### config.mk
export PLATFORM = sky130hd
export DESIGN_NAME = lpbs_state_logic
export DESIGN_NICKNAME = d
export VERILOG_FILES = /design/src/lpbs_pkg.sv /design/src/lpbs_bank.sv /design/src/lpbs_state_logic.sv
export VERILOG_INCLUDE_DIRS = /design/src /design/src/src
export SDC_FILE = /design/constraint.sdc
export NUM_CORES = 1
export LEC_CHECK = 0
export ABC_CLOCK_PERIOD_IN_PS = 2720
export BUFFER_PORTS_ARGS = -buffer_cell sky130_fd_sc_hd__buf_2
export CORE_ASPECT_RATIO = 0.8
export CORE_UTILIZATION = 45
export DETAILED_ROUTE_END_ITERATION = 8
export GPL_TIMING_DRIVEN = 0
export SLEW_MARGIN = 0
export SYNTH_ARGS = -nofsm -noshare
export SYNTH_HDL_FRONTEND = slang
export SYNTH_SLANG_ARGS = --single-unit
### constraint.sdc
create_clock -name clk_sys -period 2.72 [get_ports clk_sys]
set_input_delay 0.68 -clock clk_sys [delete_from_list [all_inputs] [get_ports clk_sys]]
set_output_delay 0.68 -clock clk_sys [all_outputs]
set_load 0.05 [all_outputs]
### src/lpbs_consts.svh
// timing counts and command codes for the power and bank state logic
// assumes a 200 MHz system clock, one rising edge per command slot
`ifndef LPBS_CONSTS_SVH
`define LPBS_CONSTS_SVH
`define LPBS_CLK_MHZ        200
`define LPBS_TRCD_NS        18
`define LPBS_TRP_NS         18
`define LPBS_TRFCAB_NS      130
`define LPBS_TMRR_CYC       2
`define LPBS_TMRW_CYC       5
`define LPBS_TINIT5_NS      10000
`define LPBS_BURST_CYC      4
// cycles: least times round up
`define LPBS_CYC(ns) (((ns) * `LPBS_CLK_MHZ + 999) / 1000)
// command codes on ca[3:0] with chip select low (ca0 is bit 0)
`define LPBS_CA_MRW   4'h0
`define LPBS_CA_MRR   4'h8
`define LPBS_CA_REFPB 4'h4
`define LPBS_CA_REFAB 4'hC
`define LPBS_CA_WR    4'h1
`define LPBS_CA_RD    4'h5
`define LPBS_CA_PRE   4'hB
`define LPBS_CA_BST   4'h3
`define LPBS_CA_NOP   4'h7
// mode register address of the reset command
`define LPBS_MA_RESET 8'h3F
`define LPBS_AP_BIT   0
`define LPBS_AB_BIT   4
`endif

### src/lpbs_pkg.sv
// types shared by the power and bank state logic
// no assumptions beyond a SystemVerilog compiler
`default_nettype none
package lpbs_pkg;
    typedef enum logic [2:0] {
        BK_IDLE, BK_ACTIVATING, BK_ACTIVE, BK_READING, BK_WRITING,
        BK_PRECHARGING
    } lpbs_bank_t;
    typedef enum logic [3:0] {
        DV_POWER_ON, DV_RESETTING, DV_NORMAL, DV_ACT_PD, DV_IDLE_PD,
        DV_RST_PD, DV_SELF_REF, DV_DEEP_PD, DV_REFRESH, DV_MR_READ,
        DV_MR_WRITE
    } lpbs_dev_t;
endpackage : lpbs_pkg
`default_nettype wire

### src/lpbs_bank.sv
// one bank's row state machine with its own timer
// assumes decoded single-cycle command strobes from the top module
`default_nettype none
`include "lpbs_consts.svh"
module lpbs_bank
    import lpbs_pkg::*;
#(
    parameter int TRCD = `LPBS_CYC(`LPBS_TRCD_NS),
    parameter int TRP  = `LPBS_CYC(`LPBS_TRP_NS),
    parameter int BURST = `LPBS_BURST_CYC
) (
    input  wire logic       clk_sys,
    input  wire logic       reset_n,
    input  wire logic       cmdAct,
    input  wire logic       cmdRd,
    input  wire logic       cmdWr,
    input  wire logic       cmdPre,
    input  wire logic       cmdBst,
    input  wire logic       cmdAp,
    input  wire logic       clearAll,
    output lpbs_bank_t      state,
    output logic            autoPre
);
    logic [7:0] timer_r, timer_nxt;
    lpbs_bank_t state_r, state_nxt;
    logic       ap_r, ap_nxt;

    assign state   = state_r;
    assign autoPre = ap_r;

    // next state for the bank
    always_comb begin
        state_nxt   = state_r;
        timer_nxt   = (timer_r != 8'h00) ? timer_r - 8'h01 : 8'h00;
        ap_nxt      = ap_r;
        case (state_r)
            BK_IDLE: begin
                if (cmdAct) begin
                    state_nxt = BK_ACTIVATING;
                    timer_nxt = 8'(TRCD - 1);
                end
            end
            BK_ACTIVATING: begin
                if (timer_r == 8'h00) state_nxt = BK_ACTIVE;
            end
            BK_READING, BK_WRITING: begin
                if (cmdBst) begin
                    state_nxt = BK_ACTIVE;
                    ap_nxt = 1'b0;
                end else if (timer_r == 8'h00) begin
                    // burst done: precharge if auto precharge set
                    if (ap_r) begin
                        state_nxt = BK_PRECHARGING;
                        timer_nxt = 8'(TRP - 1);
                        ap_nxt = 1'b0;
                    end else begin
                        state_nxt = BK_ACTIVE;
                    end
                end
            end
            BK_PRECHARGING: begin
                if (timer_r == 8'h00) state_nxt = BK_IDLE;
            end
            default: ;
        endcase
        // column commands from active or mid-burst start a new burst
        if ((cmdRd || cmdWr) && (state_r == BK_ACTIVE ||
            state_r == BK_READING || state_r == BK_WRITING)) begin
            state_nxt = cmdRd ? BK_READING : BK_WRITING;
            timer_nxt = 8'(BURST - 1);
            ap_nxt = cmdAp;
        end
        // precharge from any state, idle included, still takes tRP
        if (cmdPre) begin
            state_nxt = BK_PRECHARGING;
            timer_nxt = 8'(TRP - 1);
            ap_nxt = 1'b0;
        end
        if (clearAll) begin
            state_nxt = BK_IDLE;
            timer_nxt = 8'h00;
            ap_nxt = 1'b0;
        end
    end

    // register the bank state
    always_ff @(posedge clk_sys or negedge reset_n) begin
        if (!reset_n) begin
            state_r   <= BK_IDLE;
            timer_r   <= 8'h00;
            ap_r      <= 1'b0;
        end else begin
            state_r   <= state_nxt;
            timer_r   <= timer_nxt;
            ap_r      <= ap_nxt;
        end
    end
endmodule : lpbs_bank
`default_nettype wire

### src/lpbs_state_logic.sv
// power state and four-bank command state logic of a low-power DRAM
// assumes pins cs_n, cke, ca arrive from outside and are synchronised
`default_nettype none
`include "lpbs_consts.svh"
module lpbs_state_logic
    import lpbs_pkg::*;
#(
    parameter int NBANK  = 4,
    parameter int TRFCAB = `LPBS_CYC(`LPBS_TRFCAB_NS),
    parameter int TMRR   = `LPBS_TMRR_CYC,
    parameter int TMRW   = `LPBS_TMRW_CYC,
    parameter int TINIT5 = `LPBS_CYC(`LPBS_TINIT5_NS)
) (
    input  wire logic       clk_sys,
    input  wire logic       reset_n,
    input  wire logic       csPin_n,
    input  wire logic       ckePin,
    input  wire logic [9:0] caRise,
    input  wire logic [9:0] caFall,
    output lpbs_dev_t       devState,
    output logic [11:0]     bankStates,
    output logic            modeRegWe,
    output logic [7:0]      modeRegAddr,
    output logic [7:0]      modeRegData
);
    // two-stage synchronisers for the pins
    logic        csMeta_r, cs_n_r, ckeMeta_r, cke_r, ckePrev_r;
    logic [19:0] caMeta_r, ca_r;
    always_ff @(posedge clk_sys or negedge reset_n) begin
        if (!reset_n) begin
            csMeta_r  <= 1'b1;
            cs_n_r    <= 1'b1;
            ckeMeta_r <= 1'b0;
            cke_r     <= 1'b0;
            caMeta_r  <= 20'h00000;
            ca_r      <= 20'h00000;
        end else begin
            csMeta_r  <= csPin_n;
            cs_n_r    <= csMeta_r;
            ckeMeta_r <= ckePin;
            cke_r     <= ckeMeta_r;
            caMeta_r  <= {caFall, caRise};
            ca_r      <= caMeta_r;
        end
    end

    // command decode: current and previous cke level both matter
    logic [3:0] op;
    logic       ckeHH, ckeHL, ckeLH, sel;
    logic       isMrw, isMrr, isRefAb, isAct, isRd, isWr, isPre, isBst;
    logic       isSref, isDpd, isReset;
    logic [1:0] ba;
    always_comb begin
        op      = ca_r[3:0];
        ckeHH   = ckePrev_r && cke_r;
        ckeHL   = ckePrev_r && !cke_r;
        ckeLH   = !ckePrev_r && cke_r;
        sel     = !cs_n_r;
        ba      = ca_r[8:7];
        isMrw   = ckeHH && sel && op == `LPBS_CA_MRW;
        isMrr   = ckeHH && sel && op == `LPBS_CA_MRR;
        isRefAb = ckeHH && sel && op == `LPBS_CA_REFAB;
        // per-bank refresh code decodes to nothing with cke held high; with cke falling it decodes as self refresh
        isAct   = ckeHH && sel && ca_r[1:0] == 2'h2;
        isWr    = ckeHH && sel && op[2:0] == 3'h1;
        isRd    = ckeHH && sel && op[2:0] == 3'h5;
        isPre   = ckeHH && sel && op == `LPBS_CA_PRE;
        isBst   = ckeHH && sel && op == `LPBS_CA_BST;
        isSref  = ckeHL && sel && op[2:0] == 3'h4;
        isDpd   = ckeHL && sel && op[2:0] == 3'h3;
        isReset = isMrw && ca_r[9:4] == 6'h3F && ca_r[11:10] == 2'h0;
    end

    // per-bank state machines
    lpbs_dev_t  devState_r, devState_nxt;
    lpbs_bank_t bankSt [NBANK];
    logic [NBANK-1:0] bankAp;
    logic [1:0] lastBank_r, lastBank_nxt;
    logic       clearAll;
    logic       anyBusy, allIdle;
    genvar g;
    generate
        for (g = 0; g < NBANK; g++) begin : gBank
            logic hit;
            assign hit = (ba == 2'(g));
            lpbs_bank u_bank (
                .clk_sys  (clk_sys),
                .reset_n  (reset_n),
                .cmdAct   (isAct && hit && devState_r == DV_NORMAL),
                .cmdRd    (isRd && hit && devState_r == DV_NORMAL),
                .cmdWr    (isWr && hit && devState_r == DV_NORMAL),
                .cmdPre   (isPre && devState_r == DV_NORMAL &&
                           (hit || ca_r[`LPBS_AB_BIT])),
                .cmdBst   (isBst && lastBank_r == 2'(g) &&
                           devState_r == DV_NORMAL),
                .cmdAp    (ca_r[10 + `LPBS_AP_BIT]),
                .clearAll (clearAll),
                .state    (bankSt[g]),
                .autoPre  (bankAp[g])
            );
        end
    endgenerate

    // summary of bank activity
    always_comb begin
        allIdle = 1'b1;
        anyBusy = 1'b0;
        for (int i = 0; i < NBANK; i++) begin
            if (bankSt[i] != BK_IDLE) allIdle = 1'b0;
            if (bankSt[i] != BK_IDLE) anyBusy = 1'b1;
        end
    end

    // device level state machine
    lpbs_dev_t   mrrRet_r, mrrRet_nxt;
    logic [15:0] devTimer_r, devTimer_nxt;
    logic [15:0] initTimer_r, initTimer_nxt;
    logic        mrWe_r, mrWe_nxt;
    logic [7:0]  mrAddr_r, mrAddr_nxt, mrData_r, mrData_nxt;
    always_comb begin
        devState_nxt  = devState_r;
        mrrRet_nxt    = mrrRet_r;
        devTimer_nxt  = (devTimer_r != 16'h0000) ?
                        devTimer_r - 16'h0001 : 16'h0000;
        initTimer_nxt = (initTimer_r != 16'h0000) ?
                        initTimer_r - 16'h0001 : 16'h0000;
        lastBank_nxt  = lastBank_r;
        clearAll      = 1'b0;
        mrWe_nxt      = 1'b0;
        mrAddr_nxt    = mrAddr_r;
        mrData_nxt    = mrData_r;
        if ((isRd || isWr) && devState_r == DV_NORMAL)
            lastBank_nxt = ba;
        case (devState_r)
            DV_POWER_ON: begin
                if (isReset) begin
                    devState_nxt  = DV_RESETTING;
                    initTimer_nxt = 16'(TINIT5);
                end
            end
            DV_RESETTING: begin
                if (ckeHL && cs_n_r) devState_nxt = DV_RST_PD;
                else if (isMrr) begin
                    devState_nxt = DV_MR_READ;
                    mrrRet_nxt   = DV_NORMAL;
                    devTimer_nxt = 16'(TMRR - 1);
                end else if (initTimer_r == 16'h0000)
                    devState_nxt = DV_NORMAL;
            end
            DV_NORMAL: begin
                if (ckeHL && cs_n_r)
                    devState_nxt = anyBusy ? DV_ACT_PD : DV_IDLE_PD;
                else if (isSref && allIdle)
                    devState_nxt = DV_SELF_REF;
                else if (isDpd && allIdle)
                    devState_nxt = DV_DEEP_PD;
                else if (isRefAb && allIdle) begin
                    devState_nxt = DV_REFRESH;
                    devTimer_nxt = 16'(TRFCAB - 1);
                end else if (isReset && allIdle) begin
                    devState_nxt  = DV_RESETTING;
                    initTimer_nxt = 16'(TINIT5);
                    clearAll      = 1'b1;
                end else if (isMrw && allIdle) begin
                    devState_nxt = DV_MR_WRITE;
                    devTimer_nxt = 16'(TMRW - 1);
                end else if (isMrr) begin
                    devState_nxt = DV_MR_READ;
                    mrrRet_nxt   = DV_NORMAL;
                    devTimer_nxt = 16'(TMRR - 1);
                end
            end
            DV_ACT_PD, DV_IDLE_PD, DV_SELF_REF: begin
                if (ckeLH && cs_n_r) devState_nxt = DV_NORMAL;
            end
            DV_RST_PD: begin
                if (ckeLH && cs_n_r)
                    devState_nxt = (initTimer_r == 16'h0000) ?
                                   DV_NORMAL : DV_RESETTING;
            end
            DV_DEEP_PD: begin
                if (ckeLH && cs_n_r) begin
                    devState_nxt = DV_POWER_ON;
                    clearAll     = 1'b1;
                end
            end
            DV_REFRESH, DV_MR_READ, DV_MR_WRITE: begin
                if (devTimer_r == 16'h0000)
                    devState_nxt = DV_NORMAL;
            end
            default: devState_nxt = DV_POWER_ON;
        endcase
        // every accepted mode write, reset included, loads its register
        if (isMrw && ((devState_r == DV_POWER_ON && isReset) ||
                      (devState_r == DV_NORMAL && allIdle))) begin
            mrWe_nxt   = 1'b1;
            mrAddr_nxt = {ca_r[11:10], ca_r[9:4]};
            mrData_nxt = ca_r[19:12];
        end
    end

    // register device state and outputs
    always_ff @(posedge clk_sys or negedge reset_n) begin
        if (!reset_n) begin
            ckePrev_r   <= 1'b0;
            devState_r  <= DV_POWER_ON;
            mrrRet_r    <= DV_NORMAL;
            devTimer_r  <= 16'h0000;
            initTimer_r <= 16'h0000;
            lastBank_r  <= 2'h0;
            mrWe_r      <= 1'b0;
            mrAddr_r    <= 8'h00;
            mrData_r    <= 8'h00;
        end else begin
            ckePrev_r   <= cke_r;
            devState_r  <= devState_nxt;
            mrrRet_r    <= mrrRet_nxt;
            devTimer_r  <= devTimer_nxt;
            initTimer_r <= initTimer_nxt;
            lastBank_r  <= lastBank_nxt;
            mrWe_r      <= mrWe_nxt;
            mrAddr_r    <= mrAddr_nxt;
            mrData_r    <= mrData_nxt;
        end
    end

    assign devState    = devState_r;
    assign modeRegWe   = mrWe_r;
    assign modeRegAddr = mrAddr_r;
    assign modeRegData = mrData_r;
    // bank states packed three bits each
    generate
        for (g = 0; g < NBANK; g++) begin : gOut
            assign bankStates[3*g +: 3] = bankSt[g];
        end
    endgenerate
endmodule : lpbs_state_logic
`default_nettype wire

## Yosys cells after proc, flatten, opt, wreduce, memory -nomap -nowiden

Index checks and enable logic that the tools add are counted.
W data, S select, Z words.

- Add/subtract/negate cells: 6
- Equality and inequality tests: 69
- Muxes and demuxes: 156
- Reduce and logical (&&, ||, !) cells: 142

Operators by type and width:

| kind | count |
|---|---|
| $mux W16 | 16 |
| $mux W8 | 32 |
| $mux W3 | 41 |
| $logic_and A1 B1 Y1 | 69 |
| $pmux W16 S2 | 2 |
| $pmux W8 S2 | 4 |
| $mux W4 | 15 |
| $ne A5 B2 Y1 const B | 12 |
| $pmux W3 S4 | 4 |
| $mux W1 | 39 |
| $logic_not A16 Y1 | 2 |
| $logic_not A8 Y1 | 4 |
| $reduce_bool A16 Y1 | 2 |
| $reduce_bool A8 Y1 | 4 |
| $sub A16 B1 Y16 const B | 2 |
| $sub A8 B1 Y8 const B | 4 |
| $eq A3 B3 Y1 const B | 10 |
| $pmux W4 S7 | 1 |
| $reduce_bool A7 Y1 | 4 |
| $eq A3 B2 Y1 const B | 9 |
| $eq A4 B4 Y1 const B | 6 |
| $ne A6 B2 Y1 const B | 4 |
| $reduce_and A5 Y1 | 4 |
| $reduce_bool A5 Y1 | 4 |
| 23 further kinds | 79 |

- Flip-flop bits (word level): 148
- Output and inout bits: 33

## Depth between registers and ports, before layout

- Depth after elaboration: 14
- Mapped depth: 9

## Hierarchy

From an unflattened synthesis, not the netlist that was laid out.

- Cells, all modules: 757
- Area total of the unflattened synthesis: 7674.9 µm²

By module, submodules not included:

| module | instances | cells an instance | area an instance (µm²) | seq. area each (µm²) |
|---|---|---|---|---|
| lpbs_state_logic | 1 | 377 | 4371.7 | 2504.9 |
| lpbs_bank | 4 | 95 | 825.8 | 300.3 |

## Worst setup path after synthesis

OpenSTA, ideal clock, no wires.

- Path type: reg-to-reg
- Start point: register devState_r[1] (netlist: devState[1])
- End point: register gBank[2].u_bank.state_r[2]
- Data arrival time: 2517 ps
- Data required time: 2599 ps
- Path slack: 83 ps
- Stages on the path, launching flop included: 9
- Period minus slack after synthesis: 2637 ps
- Cells stage by stage: dfrtp_1 > buf_6 > or4b_1 > buf_6 > or4_4 > a31oi_4 > a31o_4 > o211ai_2 > o211a_1

- Longest elaborated chain between the ends: 7
- Elaborated cells on any way between the ends: 23

Ends and longest elaborated chain:

| element | RTL line | text |
|---|---|---|
| from (decl) | lpbs_state_logic.sv:75 | `lpbs_dev_t devState_r, devState_nxt;` |
| from (signal assigned) | lpbs_state_logic.sv:216 | `devState_r <= devState_nxt;` |
| $eq A4 B2 Y1 | - |  |
| $logic_and A1 B1 Y1, on equally long branches | lpbs_state_logic.sv:94, lpbs_state_logic.sv:90, lpbs_state_logic.sv:91 |  |
| $mux W3 or $logic_or A1 B1 Y1 (tied branches) | lpbs_bank.sv:47, lpbs_bank.sv:67 |  |
| $pmux W3 S4 or $logic_and A1 B1 Y1 (tied branches) | lpbs_bank.sv:36, lpbs_bank.sv:67 |  |
| $mux W3 | lpbs_bank.sv:67 | `if ((cmdRd \|\| cmdWr) && (state_r == BK_ACTIVE \|\|` |
| $mux W3 | lpbs_bank.sv:74 | `if (cmdPre) begin` |
| $mux W3 | lpbs_bank.sv:79 | `if (clearAll) begin` |
| to (signal assigned) | lpbs_bank.sv:93 | `state_r <= state_nxt;` |
| to (decl) | lpbs_bank.sv:25 | `lpbs_bank_t state_r, state_nxt;` |

Several ways; a longest one is shown, not always the timed one.
A chain may end at the register's enable or synchronous reset.

## Worst setup path in the final report

- Start point: register initTimer_r[4]
- End point: register devState_r[0] (netlist: devState[0])

- Longest elaborated chain between the ends: 4
- Elaborated cells on any way between the ends: 6

Ends and longest elaborated chain:

| element | RTL line | text |
|---|---|---|
| from (decl) | lpbs_state_logic.sv:117 | `logic [15:0] initTimer_r, initTimer_nxt;` |
| from (signal assigned) | lpbs_state_logic.sv:219 | `initTimer_r <= initTimer_nxt;` |
| $logic_not A16 Y1 * | lpbs_state_logic.sv:147, lpbs_state_logic.sv:178 |  |
| $mux W2 | lpbs_state_logic.sv:178 | `devState_nxt = (initTimer_r == 16'h0000) ?` |
| $mux W4 | lpbs_state_logic.sv:177 | `if (ckeLH && cs_n_r)` |
| $pmux W4 S7 | lpbs_state_logic.sv:134 | `case (devState_r)` |

Every way passes the cells marked *; elsewhere a longest branch is shown, timed or not. The select of a mux whose other input is x is not followed.

==> run metrics <==
status=completed; RePlAce Congestion=0.950; area of the mapped netlist=7410 sq um; maximum resistive drop on vdd=0.494 mV; Clock transition at path regs=0.07 ns; Warnings, synthesis=0; Finished Layout Cells=1035; Slew HR=0.374; DRC Markers=0; Top delay family on crit path=simple AND/OR/NAND/NOR gates; antenna cells=0; CTS tree=built; core area=16000 sq um; Max Fclk=0.389 GHz; Pins Over Slew Limit=0; Async S/R FF share, synth=1.00; Hold Vio Cnt, Final=0; Final ANT Viol Nets=0; Net Count, Synth=762; Post-synth EDFFs=0; met2 WL=7280 microns; final core occ=0.543; ratio of final minimum period to clock period=0.945; Synth Flop Type=dfrtp_1; RSZ-0062 raised after global routing=no; Wirelength per Cell=15.6 microns; Detailed Routing Iterations Pass 1=4; top cell type's share of synthesized area=0.493; Arr. time, crit path=2.89 ns; Layout area overhead=17.0%; Rows=41; Crit path largest cell delay=0.46 ns; Worst Hold Class=input port to async pin; Layout Nets=842; CP Cell Sequence=nor4_2 > nand3b_1 > nor3_4 > o211ai_1 > a2111oi_4 > mux2_2; DRT iter0 DRCs=492; CP startpoint=initTimer_r[4]; CTS Buf Count=17; crit start category=flip-flop; Die X=145 microns; first-pass GRT wire length=26700 microns; slowest CP cell=nor4_2; Top Metal Used=met4; gr ovfl total=0; Worst Max-Slew Pin Slew=0.930 ns; post-route minimum period=2.57 ns; Distinct cells, synth=78; Routed WL=16200 microns; clock tree buffer depth=2; area leader, netlist=dfrtp_1; Worst R2R Start=initTimer_r[4]; Die Ht=117 microns; Placed Instances=999; CTS Sinks=148; # port buffers=56; Leak Pwr=0.00376 uW; Final Skew=0.0168 ns; Tot GR Track Use=0.201; CP Class=flip-flop to flip-flop; Synth Area per Inst=10.2 sq um; via-per-instance ratio=5.55; Synth area leaders=dfrtp_1, nor2_1, xnor2_1, a21oi_1, mux2_2; hold buffers post-CTS=0; largest net degree at the start of global routing=106; max-cap violation count=0; post-synthesis cell count=727; register area share after synthesis=0.500; DRT met1 WL=7780 microns; vias=5740; CP Capture Type=flip-flop; CTS H-tree depth=4; # IOs=57; Max Fanout on Critical Path=8; dpl hpwl=11500 microns; Die Area=17000 sq um; CP required=3.03 ns; layout cell share with drive strength beyond 1=0.187; Initial Utilization=0.465; vias in the first global route=5457; CP Buf/Inv Count=0; initial antenna violation count=0; worst skew pair latency=0.43 ns; # setup viols final=0; WL met3=927 microns; Yosys reg bits=148; Root Driver=clkbuf_16; PwrDens=1050 nW/um^2
## layout make-up
class                           instances  area [sq um]
Sequential cell                       148          3710
Tap cell                              215           269
Clock buffer                           18           439
Buffer                                 18          93.8
Inverter                               28           105
Multi-Input combinational cell        532          3540
Fill cell                            1379          7280
Clock inverter                         14           161
Timing Repair Buffer                   62           352
## synthesized netlist by cell type, drive strengths merged (7+ instances only)
master and n:
dfrtp 146, nor2 81, nand2 47, a21oi 43, o21ai 34, inv 28, xnor2 28, nor3 21
nor4 19, mux2 18, nand3 15, nor2b 15, nand2b 14, o31ai 14, xor2 14, a31oi 12
clkbuf 11, ha 11, o21a 11, nand4 10, nor3b 10, o211ai 9, and2 8, buf 8
a211oi 7, or3 7
## per-layer routing
metal / GRT usage / up-vias
met2: 0.317 / 159
met4: 0.0716 / 0
li1: - / 2807
met3: 0.0523 / 14
met1: 0.270 / 2760
met5: 0 / -
## state kept, by name, indices dropped and copies added (netlist names)
name / count
modeRegWe: 1
modeRegData: 8
gBank.u_bank.timer_r: 32
devTimer_r: 16
csMeta_r: 1
ca_r: 20
initTimer_r: 16
caMeta_r: 20
lastBank_r: 2
cke_r: 1
ckeMeta_r: 1
ckePrev_r: 1
modeRegAddr: 8
devState: 4
cs_n_r: 1
gBank.u_bank.state: 12
gBank.u_bank.autoPre: 4
## placed cells by master, fill, tap and decap left out, types with 7 or more instances in the layout
master,Yosys,routed
a21oi_1,43,42
a31oi_1,11,10
and2_1,8,8
buf_2,6,60
clkbuf_1,11,9
clkbuf_16,0,17
dfrtp_1,146,146
ha_1,11,11
inv_1,28,28
mux2_2,18,18
nand2_1,47,47
nand2b_1,14,13
nand3_1,15,15
nand4_1,10,10
nor2_1,80,80
nor2b_1,15,15
nor3_1,20,19
nor3b_1,10,10
nor4_1,16,16
o211ai_1,8,8
o21a_1,11,11
o21ai_0,32,32
o31ai_1,13,13
or3_1,7,7
xnor2_1,28,28
xor2_1,14,14
## stage by stage
step	area, sq um	hold WS (ns)	total power, uW	setup TNS [ns]	setup WS (ns)
floorplan	7410	0.331	6000	0	0.0829
global placement	7960	0.332	6620	-155.98	-1.05
CTS	8610	0.177	9170	0	0.0178
finish	8670	0.164	9130	0	0.149
global route	8670	0.192	9730	0	0.00526
detailed placement	8000	0.335	6770	-4.70	-0.242
## timing repair
| action | CTS | global route |
|---|---|---|
| gates cloned | 0 | 0 |
| endpoints found under the setup margin | 25 | 30 |
| buffers inserted | 0 | 5 |
| resized for setup | 4 | 5 |
| pin swaps | 0 | 4 |
## where the power goes
part | switching (uW) | leakage [uW] | internal [uW]
combinational | 1920 | 0.00164 | 1400
sequential | 644 | 0.00183 | 2810
clock | 1020 | 0.000297 | 1330
## worst register-to-register path: stages (launching register included)
cell and delay [ns]:
dfrtp_1 0.42, nor4_2 0.46, nand3b_1 0.24, nor3_4 0.32
o211ai_1 0.20, a2111oi_4 0.44, mux2_2 0.38
## logic make-up after synthesis
group	share of synthesized area
DFF	0.500
adders and majority gates	0.0186
AOI/OAI and AO/OA	0.159
buffers and inverters	0.0268
xor gates and xnor gates	0.0496
muxes	0.0300
and+or+nand+nor	0.216
## final timing paths
path | end | slack [ns] | depth (start not counted)
worst min register to register | ca_r[10] | 0.35 | 0
worst max-delay path | devState[0] | 0.15 | 6
max in group asynchronous | csMeta_r | 1.71 | 2
worst min-delay path | gBank[3].u_bank.timer_r[2] | 0.16 | 1
worst max register to register | devState[0] | 0.15 | 6
min in group clk_sys | ca_r[10] | 0.35 | 0
(Power assumes the default switching activity.)
